File: config.mk
export PLATFORM = sky130hd
export DESIGN_NAME = pieb_bank
export DESIGN_NICKNAME = d
export VERILOG_FILES = /design/src/include/pieb_pkg.sv /design/src/hdl/pieb_bank.sv /design/src/hdl/pieb_flag_cell.sv
export SDC_FILE = /design/constraint.sdc
export NUM_CORES = 1
export LEC_CHECK = 0
export BUFFER_PORTS_ARGS = -buffer_cell sky130_fd_sc_hd__buf_2
export CAP_MARGIN = 10
export CORE_MARGIN = 1.5
export CORE_UTILIZATION = 40
export CTS_CLUSTER_SIZE = 40
export DETAILED_ROUTE_END_ITERATION = 10
export PLACE_DENSITY = 0.72
export SYNTH_ARGS = -nofsm -noshare
export SYNTH_HDL_FRONTEND = slang
export SYNTH_SLANG_ARGS = --single-unit
File: constraint.sdc
create_clock -name clk -period 3.97 [get_ports clk]
set_clock_uncertainty 0.15 [all_clocks]
set_input_delay 0.5955 -clock clk [delete_from_list [all_inputs] [get_ports clk]]
set_output_delay 0.5955 -clock clk [all_outputs]
set_load 0.05 [all_outputs]
File: src/include/pieb_pkg.sv
// constants and types shared by the peripheral interrupt enable and flag bank
`default_nettype none

package pieb_pkg;

  // ==========================================================================
  // register byte offsets
  localparam logic [11:0] PIEB_OFF_FLAGS = 12'h00c;
  localparam logic [11:0] PIEB_OFF_ENABLES = 12'h08c;
  localparam logic [11:0] PIEB_OFF_CORE_CTRL = 12'h010;
  localparam logic [11:0] PIEB_OFF_IRQ_STATUS = 12'h014;
  localparam logic [11:0] PIEB_OFF_IRQ_MASK = 12'h018;

  // ==========================================================================
  // field positions of the flag and enable bytes
  localparam int PIEB_BIT_PARALLEL = 7;
  localparam int PIEB_BIT_CONVERSION = 6;
  localparam int PIEB_BIT_SERIAL_RX = 5;
  localparam int PIEB_BIT_SERIAL_TX = 4;
  localparam int PIEB_BIT_SYNC_SERIAL = 3;
  localparam int PIEB_BIT_CAPCOMP_ONE = 2;
  localparam int PIEB_BIT_TIMER_TWO = 1;
  localparam int PIEB_BIT_TIMER_ONE = 0;

  // core control and own interrupt status fields
  localparam int PIEB_BIT_GLOBAL_EN = 7;
  localparam int PIEB_BIT_GROUP_EN = 6;
  localparam int PIEB_BIT_STAT_REQ = 0;
  localparam int PIEB_BIT_STAT_BUSERR = 1;

  // ==========================================================================
  // implemented bits and reset values
  localparam logic [7:0] PIEB_FLAGS_IMPL = 8'h4f;
  localparam logic [7:0] PIEB_FLAGS_RST = 8'h00;
  localparam logic [7:0] PIEB_ENABLES_RST = 8'h00;
  localparam logic [7:0] PIEB_CTRL_IMPL = 8'hc0;
  localparam logic [7:0] PIEB_CTRL_RST = 8'h00;
  localparam logic [7:0] PIEB_STAT_IMPL = 8'h03;
  localparam logic [7:0] PIEB_STAT_RST = 8'h00;
  localparam logic [7:0] PIEB_MASK_RST = 8'h00;

  // ==========================================================================
  // capture/compare unit operating mode
  typedef enum logic [1:0] {
    PIEB_CCP_OFF,
    PIEB_CCP_CAPTURE,
    PIEB_CCP_COMPARE,
    PIEB_CCP_PWM
  } pieb_ccp_mode_t;

endpackage

`default_nettype wire
File: src/hdl/pieb_bank.sv
// peripheral interrupt enable and flag bank with apb register access
//
// Local design decision: the APB register port.
`default_nettype none

module pieb_bank
  import pieb_pkg::*;
(
  // clock and reset
  input wire logic clk,
  input wire logic arst_n,
  // apb slave
  input wire logic psel,
  input wire logic penable,
  input wire logic pwrite,
  input wire logic [11:0] paddr,
  input wire logic [31:0] pwdata,
  input wire logic [3:0] pstrb,
  output logic [31:0] prdata,
  output logic pready,
  output logic pslverr,
  // peripheral events, one-cycle pulses on clk, and the capture/compare unit mode
  input wire logic conversion_done_evt,
  input wire logic sync_serial_done_evt,
  input wire logic capcomp_one_capture_evt,
  input wire logic capcomp_one_compare_evt,
  input wire pieb_ccp_mode_t capcomp_one_mode,
  input wire logic timer_two_match_evt,
  input wire logic timer_one_overflow_evt,
  // requests
  output logic core_irq_req,
  output logic irq
);

  // ==========================================================================
  // bus decode
  logic setup_ph;
  logic access_ph;
  logic wr_acc;
  logic addr_hit;

  assign setup_ph = psel && !penable;
  assign access_ph = psel && penable;
  // writes carry data in the low byte lane only
  assign wr_acc = access_ph && pwrite && pstrb[0];

  always_comb begin
    case (paddr)
      PIEB_OFF_FLAGS, PIEB_OFF_ENABLES, PIEB_OFF_CORE_CTRL,
      PIEB_OFF_IRQ_STATUS, PIEB_OFF_IRQ_MASK: addr_hit = 1'b1;
      default: addr_hit = 1'b0;
    endcase
  end

  logic wr_flags;
  logic wr_enables;
  logic wr_ctrl;
  logic wr_stat;
  logic wr_mask;

  assign wr_flags = wr_acc && (paddr == PIEB_OFF_FLAGS);
  assign wr_enables = wr_acc && (paddr == PIEB_OFF_ENABLES);
  assign wr_ctrl = wr_acc && (paddr == PIEB_OFF_CORE_CTRL);
  assign wr_stat = wr_acc && (paddr == PIEB_OFF_IRQ_STATUS);
  assign wr_mask = wr_acc && (paddr == PIEB_OFF_IRQ_MASK);

  // ==========================================================================
  // event sources
  logic capcomp_set;
  logic [7:0] flag_set;

  always_comb begin
    case (capcomp_one_mode)
      PIEB_CCP_CAPTURE: capcomp_set = capcomp_one_capture_evt;
      PIEB_CCP_COMPARE: capcomp_set = capcomp_one_compare_evt;
      PIEB_CCP_PWM: capcomp_set = 1'b0;
      default: capcomp_set = 1'b0;
    endcase
  end

  // enables play no part here, so flags latch even when masked
  always_comb begin
    flag_set = 8'h00;
    flag_set[PIEB_BIT_CONVERSION] = conversion_done_evt;
    flag_set[PIEB_BIT_SYNC_SERIAL] = sync_serial_done_evt;
    flag_set[PIEB_BIT_CAPCOMP_ONE] = capcomp_set;
    flag_set[PIEB_BIT_TIMER_TWO] = timer_two_match_evt;
    flag_set[PIEB_BIT_TIMER_ONE] = timer_one_overflow_evt;
  end

  // ==========================================================================
  // flag register
  logic [7:0] flags_q;

  for (genvar i = 0; i < 8; i++) begin : g_flag
    if (PIEB_FLAGS_IMPL[i]) begin : g_impl
      pieb_flag_cell u_cell (
        .clk(clk),
        .arst_n(arst_n),
        .set(flag_set[i]),
        .wr(wr_flags),
        .wval(pwdata[i]),
        .q(flags_q[i])
      );
    end else begin : g_none
      assign flags_q[i] = 1'b0;
    end
  end

  // ==========================================================================
  // enable, core control and mask registers
  logic [7:0] enables_r;
  logic [7:0] enables_nxt;
  logic [7:0] ctrl_r;
  logic [7:0] ctrl_nxt;
  logic [7:0] mask_r;
  logic [7:0] mask_nxt;

  always_comb begin
    enables_nxt = enables_r;
    ctrl_nxt = ctrl_r;
    mask_nxt = mask_r;
    if (wr_enables) begin
      enables_nxt = pwdata[7:0];
    end
    if (wr_ctrl) begin
      ctrl_nxt = pwdata[7:0] & PIEB_CTRL_IMPL;
    end
    if (wr_mask) begin
      mask_nxt = pwdata[7:0] & PIEB_STAT_IMPL;
    end
  end

  always_ff @(posedge clk or negedge arst_n) begin
    if (!arst_n) begin
      enables_r <= PIEB_ENABLES_RST;
      ctrl_r <= PIEB_CTRL_RST;
      mask_r <= PIEB_MASK_RST;
    end else begin
      enables_r <= enables_nxt;
      ctrl_r <= ctrl_nxt;
      mask_r <= mask_nxt;
    end
  end

  // ==========================================================================
  // core request
  logic pending;

  assign pending = |(flags_q & enables_r);
  // both enables must be set; either one alone blocks
  assign core_irq_req = pending && ctrl_r[PIEB_BIT_GROUP_EN]
                        && ctrl_r[PIEB_BIT_GLOBAL_EN];

  // ==========================================================================
  // own interrupt status, write one to clear, set wins
  logic req_d_r;
  logic req_d_nxt;
  logic [7:0] stat_r;
  logic [7:0] stat_nxt;
  logic [7:0] stat_set;

  always_comb begin
    stat_set = 8'h00;
    stat_set[PIEB_BIT_STAT_REQ] = core_irq_req && !req_d_r;
    stat_set[PIEB_BIT_STAT_BUSERR] = access_ph && !addr_hit;
    req_d_nxt = core_irq_req;
    stat_nxt = stat_r;
    if (wr_stat) begin
      stat_nxt = stat_r & ~pwdata[7:0];
    end
    stat_nxt = (stat_nxt | stat_set) & PIEB_STAT_IMPL;
  end

  always_ff @(posedge clk or negedge arst_n) begin
    if (!arst_n) begin
      req_d_r <= 1'b0;
      stat_r <= PIEB_STAT_RST;
    end else begin
      req_d_r <= req_d_nxt;
      stat_r <= stat_nxt;
    end
  end

  assign irq = |(stat_r & mask_r);

  // ==========================================================================
  // apb read path, data captured in the setup cycle
  logic [7:0] rd_byte;
  logic [31:0] prdata_r;
  logic [31:0] prdata_nxt;
  logic pslverr_r;
  logic pslverr_nxt;

  always_comb begin
    case (paddr)
      PIEB_OFF_FLAGS: rd_byte = flags_q & PIEB_FLAGS_IMPL;
      PIEB_OFF_ENABLES: rd_byte = enables_r;
      PIEB_OFF_CORE_CTRL: rd_byte = ctrl_r;
      PIEB_OFF_IRQ_STATUS: rd_byte = stat_r;
      PIEB_OFF_IRQ_MASK: rd_byte = mask_r;
      default: rd_byte = 8'h00;
    endcase
  end

  // one access costs no wait state; the trade is that a flag set during
  // the access phase shows up on the next read, not this one
  always_comb begin
    prdata_nxt = prdata_r;
    pslverr_nxt = pslverr_r;
    if (setup_ph) begin
      prdata_nxt = {24'h000000, rd_byte};
      pslverr_nxt = !addr_hit;
    end
  end

  always_ff @(posedge clk or negedge arst_n) begin
    if (!arst_n) begin
      prdata_r <= 32'h00000000;
      pslverr_r <= 1'b0;
    end else begin
      prdata_r <= prdata_nxt;
      pslverr_r <= pslverr_nxt;
    end
  end

  assign prdata = prdata_r;
  assign pslverr = pslverr_r;
  assign pready = 1'b1;
endmodule

`default_nettype wire

File: src/hdl/pieb_flag_cell.sv
// one sticky event flag: hardware set, software write
`default_nettype none

module pieb_flag_cell (
  // clock and reset
  input wire logic clk,
  input wire logic arst_n,
  // set and write
  input wire logic set,
  input wire logic wr,
  input wire logic wval,
  // state
  output logic q
);

  // ==========================================================================
  // next value
  logic q_r;
  logic q_nxt;

  // set beats a write in the same cycle so no event is lost
  always_comb begin
    q_nxt = q_r;
    if (wr) begin
      q_nxt = wval;
    end
    if (set) begin
      q_nxt = 1'b1;
    end
  end

  // ==========================================================================
  // register
  always_ff @(posedge clk or negedge arst_n) begin
    if (!arst_n) begin
      q_r <= 1'b0;
    end else begin
      q_r <= q_nxt;
    end
  end

  assign q = q_r;

endmodule

`default_nettype wire

==> out/summary.txt, run 1 <==
mapped cell area -> 1630 µm²
Max-slew headroom -> 51.7%
Critical path origin -> paddr[5]
fin area -> 1880 µm²
Hold Buf Count CTS -> 0
DR pass1 iterations -> 4
Pint -> 439 µW
CP required -> 3.98 ns
slew at the pin closest to its max-slew limit -> 0.718 ns
final weighted congestion in routability-driven placement -> 0.809
CP peak stage delay -> 0.63 ns
Clock Tree Root -> clkbuf_8
Setup TNS -> 0 ns
setup ws final -> 1.66 ns
Synth Register Bits -> 29
Max rail drop VDD -> 0.157 mV
Worst setup SP type -> primary input
vias after detailed routing -> 1,221
Layout fillers -> 397
Place WS -> 1.35 ns
r2r worst-path depth -> 3
H-tree depth -> 2
Hold Crit Class -> primary input to async pin
final setup vio count -> 0
pwr dens -> 328 nW/µm²
RR Endpoint -> stat_r[0]
Clock Latency Late Sink -> 0.28 ns
die height -> 66.9 µm
Initial Utilization -> 41.1%
power share of the clock group -> 36.4%
post-synth cell types -> 36
CP max stage cell -> or4_1
critical path peak fanout -> 9
overall routing resource usage -> 15.9%
ANT cells -> 0
CP cell instances -> buf_2 > or4_1 > nor4_4 > nor2b_1 > a211o_1
largest net degree at the start of global routing -> 30
status -> complete, no violations
final hold vios -> 0
RSZ-0062 raised after global routing -> false
combinational share of power -> 15.7%
Final ANT Viol Nets -> 0
DRT iter0 DRCs -> 34
WL/cell -> 12.6 µm
TritonCTS clock tree -> done
average cell area after synthesis -> 10.8 µm²
critical register-to-register path startpoint -> g_flag[2].g_impl.u_cell.q
worst path bufs/invs -> 1
area leader, netlist -> dfrtp_1
cts repair resizes -> 0
max frequency -> 433 MHz
CTS sink cnt -> 29
Cells after Synth -> 151
share of post-route cells with drive strength above 1 -> 32.8%
Slew Limit Fails -> 0
Cell Rows -> 23
Final nets -> 260
critical path arrival -> 2.32 ns
dpl hpwl -> 2440 µm
die width -> 66.9 µm
clk buf depth -> 2
Post-Route WL -> 3130 µm
crit share post-route -> 58.2%
Sw Ratio -> 28.9%
P_leak -> 0.000914 µW
grt total ovfl -> 0
worst reg2reg setup slack -> 2.55 ns
cells taking the most area after synthesis -> dfrtp_1 (44%), buf_4 (11%), mux2_2 (9.0%)
Sw Pwr -> 179 µW
number of I/O pins -> 97
Reg clk slew, reported paths -> 0.06 ns
most common cell after layout, fill and taps aside -> buf_2
Top Family by Delay on Critical Path -> simple AND/OR/NAND/NOR gates
time the worst path needs with I/O delays and setup -> 2.31 ns
die area -> 4480 µm²
Seq pwr share -> 47.9%
Max Cap Viol -> 0
residual DRC count -> 0
IO Port Bufs -> 44
TritonCTS buffer count -> 5
Critical Path End Type -> register
Vias/cell -> 4.92
first-pass GRT wire length -> 5210 µm
layout overhead on the synthesized area -> 15.2%
setup bufs post-CTS -> 0
WS Path Type -> primary input to register
core footprint -> 3970 µm²
most frequent cells in the layout -> buf_2 (44), dfrtp_1 (29), conb_1 (25), mux2_2 (13), nand2_1 (11)
initial antenna violation count -> 0
Seq/Total Area, Yosys -> 44.4%
Post-Place Cell Area -> 1800 µm²
area fraction of the dominant cell type after synthesis -> 44.4%
synth warn -> 0
post-layout util -> 47.4%
vias in the first global route -> 1,121
## metal layers
metal	track usage [%]	wire length, µm
met1	18.9	1340
met2	26.6	1530
met3	4.05	206
met4	7.65	56
met5	0	0
## how the worst max path moves through the flow
stage / endpoint / cells after the start
floorplan: g_flag[0].g_impl.u_cell.q / 5
global placement: g_flag[1].g_impl.u_cell.q / 5
detailed placement: g_flag[0].g_impl.u_cell.q / 5
CTS: g_flag[0].g_impl.u_cell.q / 5
global route: g_flag[1].g_impl.u_cell.q / 5
finish: g_flag[0].g_impl.u_cell.q / 5
## worst reg2reg max path, cell delays in order, from the launching register on
cell	delay (ns)
dfrtp_1	0.39
a222oi_1	0.33
a21oi_1	0.17
a22o_1	0.26
## layout make-up
cell class	instances	area, µm²	area share, %
Sequential cell	29	726	38.6
Clock buffer	8	80.1	4.26
Multi-Input combinational cell	114	782	41.6
Tap cell	50	62.6	3.32
Inverter	3	11.3	0.598
Timing Repair Buffer	44	220	11.7
## cells in the mapped netlist (all sizes together)
library cell / count
dfrtp: 29
buf: 27
mux2: 13
nand2: 11
nor2b: 7
mux2i: 6
nor2: 5
a211o: 4
a21oi: 4
a22o: 4
o31ai: 4
a32o: 3
inv: 3
nor4: 3
o21ai: 3
a22oi: 2
conb: 2
ha: 2
nand2b: 2
nand3: 2
nand4: 2
nor3: 2
or4: 2
or4bb: 2
a21o: 1
a222oi: 1
a32oi: 1
clkbuf: 1
nand3b: 1
nor3b: 1
or3: 1
## flip-flops by register name (all words and copies together), names as in the netlist
name                    flops
ctrl_r                      2
enables_r                   8
g_flag.g_impl.u_cell.q      5
mask_r                      2
prdata                      8
pslverr                     1
req_d_r                     1
stat_r                      2
## stage by stage
stage               total power [µW]  std cells  hold WS (ns)
floorplan                        389        174         0.150
CTS                              626        248         0.196
global route                     647        248         0.240
global placement                 398        240         0.309
detailed placement               399        240         0.312
finish                           618        248         0.181
## cell families after synthesis
family | synth area share (%)
AND/OR/NAND/NOR | 15.3
adder cells (fa/ha/maj) | 1.53
flip-flops | 44.4
buffers and inverters | 13.0
multiplexers | 12.6
AO/OA/AOI/OAI | 12.6
other | 0.460
## power groups by stage
stage | clock network (µW) | registers, µW | logic [µW]
global route | 246 | 296 | 105
floorplan | 0 | 301 | 87.5
detailed placement | 0 | 301 | 97.3
finish | 225 | 296 | 96.9
global placement | 0 | 301 | 96.8
CTS | 233 | 296 | 97.3
Note: power is estimated with default switching activity, not from simulation.
==> run 2, diff against run 1 <==
==> constraint.sdc (replaced) <==
create_clock -name clk -period 2.3 [get_ports clk]
set_clock_uncertainty 0.15 [all_clocks]
set_input_delay 0.345 -clock clk [delete_from_list [all_inputs] [get_ports clk]]
set_output_delay 0.345 -clock clk [all_outputs]
set_load 0.05 [all_outputs]
==> run 2 against run 1 <==
Sequential power increased by 73%. Die area unchanged. First-iteration DRC count rose by 65%. Via count rose by 2.5%. Non-clock buffer count grew 7. Critical path type is now register to output port. Largest cell class unchanged.
==> out/summary.txt, run 2 (synthesis gave the netlist of run 1 again) <==
overall routing resource usage -> 15.9% (about the same)
TritonCTS clock tree -> done
Reg clk slew, reported paths -> 0.06 ns (about the same)
Sw Ratio -> 29.7% (+0.77 points)
Initial Utilization -> 41.1% (unchanged)
critical path arrival -> 1.43 ns (-0.89 ns)
Critical path origin -> g_flag[2].g_impl.u_cell.q
DR pass1 iterations -> 4 (unchanged)
core footprint -> 3970 µm² (unchanged)
WS Path Type -> register to output port
critical register-to-register path startpoint -> g_flag[2].g_impl.u_cell.q
Worst setup SP type -> register
critical path peak fanout -> 3 (-6)
Max rail drop VDD -> 0.256 mV (+63%)
combinational share of power -> 16.1% (+0.4 points)
vias after detailed routing -> 1,252 (+2.5%)
most frequent cells in the layout -> buf_2 (44), dfrtp_1 (29), conb_1 (25), mux2_2 (13), nand2_1 (11)
number of I/O pins -> 97 (unchanged)
Final ANT Viol Nets -> 0 (unchanged)
die width -> 66.9 µm (unchanged)
Setup TNS -> 0 ns (unchanged)
Clock Tree Root -> clkbuf_8
Cell Rows -> 23 (unchanged)
grt met1 use -> 18.8% (-0.086 points)
DP Cell Count -> 246 (+2.5%)
max frequency -> 521 MHz
Pint -> 759 µW (+73%)
initial antenna violation count -> 0 (unchanged)
met3 GRT Util -> 4.22% (+0.17 points)
P_leak -> 0.000953 µW (+4.3%)
Max Cap Viol -> 0 (unchanged)
slew at the pin closest to its max-slew limit -> 0.630 ns (-0.0881 ns)
time the worst path needs with I/O delays and setup -> 1.92 ns
most common cell after layout, fill and taps aside -> buf_2
ANT cells -> 0 (unchanged)
IO Port Bufs -> 44 (unchanged)
Hold WS -> 0.101 ns (-0.0797 ns)
Sw Pwr -> 320 µW (+79%)
Hold Crit Class -> primary input to register
setup bufs post-CTS -> 0 (unchanged)
H-tree depth -> 2 (unchanged)
Layout Cells excl Fill -> 255 (+2.8%)
vias in the first global route -> 1,128 (+0.62%)
Vias/cell -> 4.91 (-0.28%)
cts repair resizes -> 0 (unchanged)
final setup vio count -> 0 (unchanged)
met2 Usage GRT -> 26.3% (-0.37 points)
Post-Route WL -> 3090 µm (-1.5%)
power share of the clock group -> 36.5% (about the same)
crit share post-route -> 83.5%
Slew Limit Fails -> 0 (unchanged)
Final nets -> 267 (+2.7%)
layout overhead on the synthesized area -> 18.7%
dpl hpwl -> 2420 µm (-0.87%)
CTS sink cnt -> 29 (unchanged)
status -> complete, no violations
DRT iter0 DRCs -> 56 (+65%)
residual DRC count -> 0 (unchanged)
CP required -> 1.80 ns (-2.18 ns)
fin area -> 1940 µm² (+3.1%)
Clock Latency Late Sink -> 0.28 ns (about the same)
Max-slew headroom -> 58.0% (+6.3 points)
die area -> 4480 µm² (unchanged)
RSZ-0062 raised after global routing -> false
Seq pwr share -> 47.3% (-0.6 points)
Design Power -> 1080 µW (+75%)
first-pass GRT wire length -> 5180 µm (-0.54%)
share of post-route cells with drive strength above 1 -> 35.6% (+2.8 points)
die height -> 66.9 µm (unchanged)
pwr dens -> 556 nW/µm² (+69%)
Post-Place Cell Area -> 1850 µm² (+2.5%)
TritonCTS buffer count -> 5 (unchanged)
grt total ovfl -> 0 (unchanged)
GR peak layer -> met2
Critical Path End Type -> output port
clk buf depth -> 2 (unchanged)
HP Start -> timer_one_overflow_evt
final hold vios -> 0 (unchanged)
WL/cell -> 12.1 µm (-4.2%)
final weighted congestion in routability-driven placement -> 0.818 (+1.1%)
largest net degree at the start of global routing -> 30 (unchanged)
run 2: changes by cell type in the layout (fill, tap and decap cells not counted), sizes merged:
cell,previous run,this run
dlygate4sd3,0,1
clkinv,0,2
buf,44,50
clkbuf,8,6
run 2: power groups by stage:
stage / Sequential [µW] / Clock [µW] / Combinational (µW)
2_1_floorplan: 520 / 0 / 151
3_3_place_gp: 520 / 0 / 172
3_5_place_dp: 520 / 0 / 174
4_1_cts: 511 / 405 / 175
5_1_grt: 510 / 429 / 189
6_report: 511 / 394 / 174
run 2: cell type report:
cell class / count / area (µm²)
inverter: 3 / 11.3
tap: 50 / 62.6
sequential: 29 / 726
timing repair buffer: 51 / 275
multi-input combinational: 114 / 782
clock buffer: 6 / 72.6
fill: 406 / 2030
clock inverter: 2 / 10.0
run 2: worst paths after layout:
kind | end | slack [ns] | depth (start not counted)
min in group asynchronous | prdata[4] | 0.48 | 2
min | g_flag[0].g_impl.u_cell.q | 0.10 | 2
max in group asynchronous | g_flag[1].g_impl.u_cell.q | 1.10 | 2
min reg2reg | prdata[0] | 0.32 | 2
max | core_irq_req | 0.38 | 3
max reg2reg | stat_r[0] | 0.89 | 3
run 2: per-stage QoR:
step | utilization (%) | setup slack [ns]
floorplan | - | 0.251
global placement | 46.5 | 0.104
detailed placement | 46.5 | 0.0964
CTS | 48.8 | 0.361
global route | 48.8 | 0.305
finish | 48.8 | 0.379
run 2: repair_timing:
action,in CTS,in global routing
hold endpoints to repair,29,0
hold buffers,1,0
endpoints found under the setup margin,0,0
run 2: metal layers:
metal	wire (µm)	vias to the layer above	share of wire [%]
li1	-	608	-
met1	1370	601	44
met2	1500	36	49
met3	158	7	5.1
met4	60	0	1.9
met5	0	-	0
run 2: worst max-delay path, stage by stage, from the launching register on:
cell	delay [ns]
dfrtp_1	0.40
a222oi_1	0.33
a21oi_1	0.17
buf_2	0.24
==> run 3, diff against run 2 <==
==> constraint.sdc (replaced) <==
create_clock -name clk -period 1.8 [get_ports clk]
set_clock_uncertainty 0.15 [all_clocks]
set_input_delay 0.27 -clock clk [delete_from_list [all_inputs] [get_ports clk]]
set_output_delay 0.27 -clock clk [all_outputs]
set_load 0.05 [all_outputs]
==> run 3 against run 2 <==
Non-clock buffer count up 7. Worst hold slack worse by 0.078 ns. Power up 46%. Via count up 0.40%. Flip-flop and latch count unchanged. Register-to-register slack worse by 0.63 ns. Highest routed layer unchanged.
==> out/summary.txt, run 3 (synthesis gave the netlist of run 1 again) <==
Sw Pwr -> 416 µW (+30%)
CP required -> 1.38 ns (-0.42 ns)
most common cell after layout, fill and taps aside -> buf_2
status -> complete, no violations
number of I/O pins -> 97 (unchanged)
die width -> 66.9 µm (unchanged)
vias in the first global route -> 1,149 (+1.9%)
Layout fillers -> 386 (-4.9%)
residual DRC count -> 0 (unchanged)
WL/cell -> 12.6 µm (+4.3%)
Clock Latency Late Sink -> 0.28 ns (about the same)
Critical Path End Type -> output port
Max Cap Viol -> 0 (unchanged)
Max rail drop VDD -> 0.320 mV (+25%)
WS Path Type -> register to output port
Design Power -> 1570 µW (+46%)
dpl hpwl -> 2500 µm (+3.3%)
combinational share of power -> 14.7% (-1.4 points)
Seq pwr share -> 41.5% (-5.8 points)
Top Family by Delay on Critical Path -> compound AO/OA/AOI/OAI gates
Reg clk slew, reported paths -> 0.06 ns (about the same)
Clock Tree Root -> clkbuf_8
initial antenna violation count -> 0 (unchanged)
max frequency -> 563 MHz
setup ws final -> 0.0246 ns (-0.354 ns)
worst path bufs/invs -> 1 (unchanged)
clk buf depth -> 2 (unchanged)
power share of the clock group -> 43.9% (+7.4 points)
final weighted congestion in routability-driven placement -> 0.760 (-7.0%)
share of post-route cells with drive strength above 1 -> 39.2% (+3.5 points)
grt total ovfl -> 0 (unchanged)
first-pass GRT wire length -> 5290 µm (+2.1%)
Layout Cells excl Fill -> 262 (+2.7%)
ANT cells -> 0 (unchanged)
area taken by multi-input logic gates -> 798 µm² (+2.1%)
CTS sink cnt -> 29 (unchanged)
crit share post-route -> 98.6%
Slew Limit Fails -> 0 (unchanged)
Max-slew headroom -> 56.6% (-1.5 points)
fin area -> 2050 µm² (+5.6%)
largest net degree at the start of global routing -> 30 (unchanged)
TritonCTS clock tree -> done
Worst setup SP type -> register
pwr dens -> 768 nW/µm² (+38%)
critical path peak fanout -> 3 (unchanged)
die height -> 66.9 µm (unchanged)
IO Port Bufs -> 44 (unchanged)
sequential cell area -> 726 µm² (unchanged)
time the worst path needs with I/O delays and setup -> 1.78 ns
critical path arrival -> 1.36 ns (-0.07 ns)
Sw Ratio -> 26.4% (-3.3 points)
CP max stage cell -> dfrtp_1
most frequent cells in the layout -> buf_2 (43), dfrtp_1 (29), conb_1 (25), buf_4 (13), mux2_2 (12)
overall routing resource usage -> 16.5% (+0.58 points)
Place WS -> -0.176 ns (-0.273 ns)
CP cell instances -> a222oi_1 > a21oi_2 > buf_6
Pint -> 1160 µW (+53%)
DRT iter0 DRCs -> 37 (-34%)
Final nets -> 274 (+2.6%)
core footprint -> 3970 µm² (unchanged)
Cell Rows -> 23 (unchanged)
RSZ-0062 raised after global routing -> true
Initial Utilization -> 41.1% (unchanged)
Hold WS -> 0.0227 ns (-0.0782 ns)
Vias/cell -> 4.80 (-2.3%)
H-tree depth -> 2 (unchanged)
die area -> 4480 µm² (unchanged)
P_leak -> 0.00101 µW (+6.1%)
CP peak stage delay -> 0.39 ns (about the same)
vias after detailed routing -> 1,257 (+0.40%)
Hold Crit Class -> primary input to register
Post-Place Cell Area -> 1900 µm² (+3.1%)
Post-Route WL -> 3310 µm (+7.2%)
slew at the pin closest to its max-slew limit -> 0.652 ns (+0.0221 ns)
layout overhead on the synthesized area -> 25.3%
DR pass1 iterations -> 4 (unchanged)
final setup vio count -> 0 (unchanged)
TritonCTS buffer count -> 5 (unchanged)
DP Cell Count -> 252 (+2.4%)
final hold vios -> 0 (unchanged)
Final ANT Viol Nets -> 0 (unchanged)
==> run 3: cell types whose count changed in the layout (fill, tap and decap cells not counted), sizes merged <==
cell,delta
clkbuf,+1
clkinv,-2
bufinv,+1
buf,+7
==> run 3: power groups by stage <==
stage | Combinational [µW] | Sequential (µW) | Clock [µW]
after global routing | 250 | 652 | 745
final | 231 | 653 | 690
after global placement | 228 | 664 | 0
after detailed placement | 229 | 665 | 0
after floorplan | 195 | 665 | 0
after CTS | 231 | 653 | 706
==> run 3: worst reg2reg max path, delay by kind of cell (launching register included) <==
family | cells | cell delay [ns]
buf+inv | 1 | 0.15
flops | 1 | 0.39
compound gates | 3 | 0.74
==> run 3: layout make-up <==
class,count,share of cell area (%)
Clock buffer,7,4.22
Multi-Input combinational cell,114,39.0
Tap cell,50,3.05
Clock inverter,1,1.47
Sequential cell,29,35.4
Timing Repair Buffer,58,16.3
Inverter,3,0.550
==> run 3: final timing paths <==
check | slack, ns | end | cells after the start | start
setup / recovery | 0.02 | core_irq_req | 3 | enables_r[2]
hold / removal | 0.02 | g_flag[3].g_impl.u_cell.q | 2 | sync_serial_done_evt
min in group asynchronous | 0.41 | prdata[0] | 2 | arst_n
hold reg to reg | 0.32 | prdata[7] | 2 | prdata[7]
max in group asynchronous | 0.67 | stat_r[0] | 2 | arst_n
setup reg to reg | 0.26 | stat_r[0] | 4 | enables_r[2]
==> run 3: metrics by stage <==
step | util, % | TNS [ns]
6_report | 51.6 | 0
5_1_grt | 51.6 | -0.0568
3_3_place_gp | 48.0 | -2.89
3_5_place_dp | 48.0 | -2.97
2_1_floorplan | - | -0.543
4_1_cts | 51.6 | 0
==> run 3: what timing repair did <==
item	CTS	global route
resized for setup	3	0
gates cloned	0	0
hold endpoints to repair	29	0
pin swaps	2	0
hold buffers	1	0
setup endpoints to repair	1	1
buffers inserted	1	0
==> run 3: layer usage <==
layer / share of wire [%] / global-route usage, % / routed length, µm
met1: 47 / 20.6 / 1570
met2: 44 / 25.8 / 1470
met3: 6.7 / 5.74 / 220
met4: 1.6 / 6.89 / 54
met5: 0 / 0 / 0
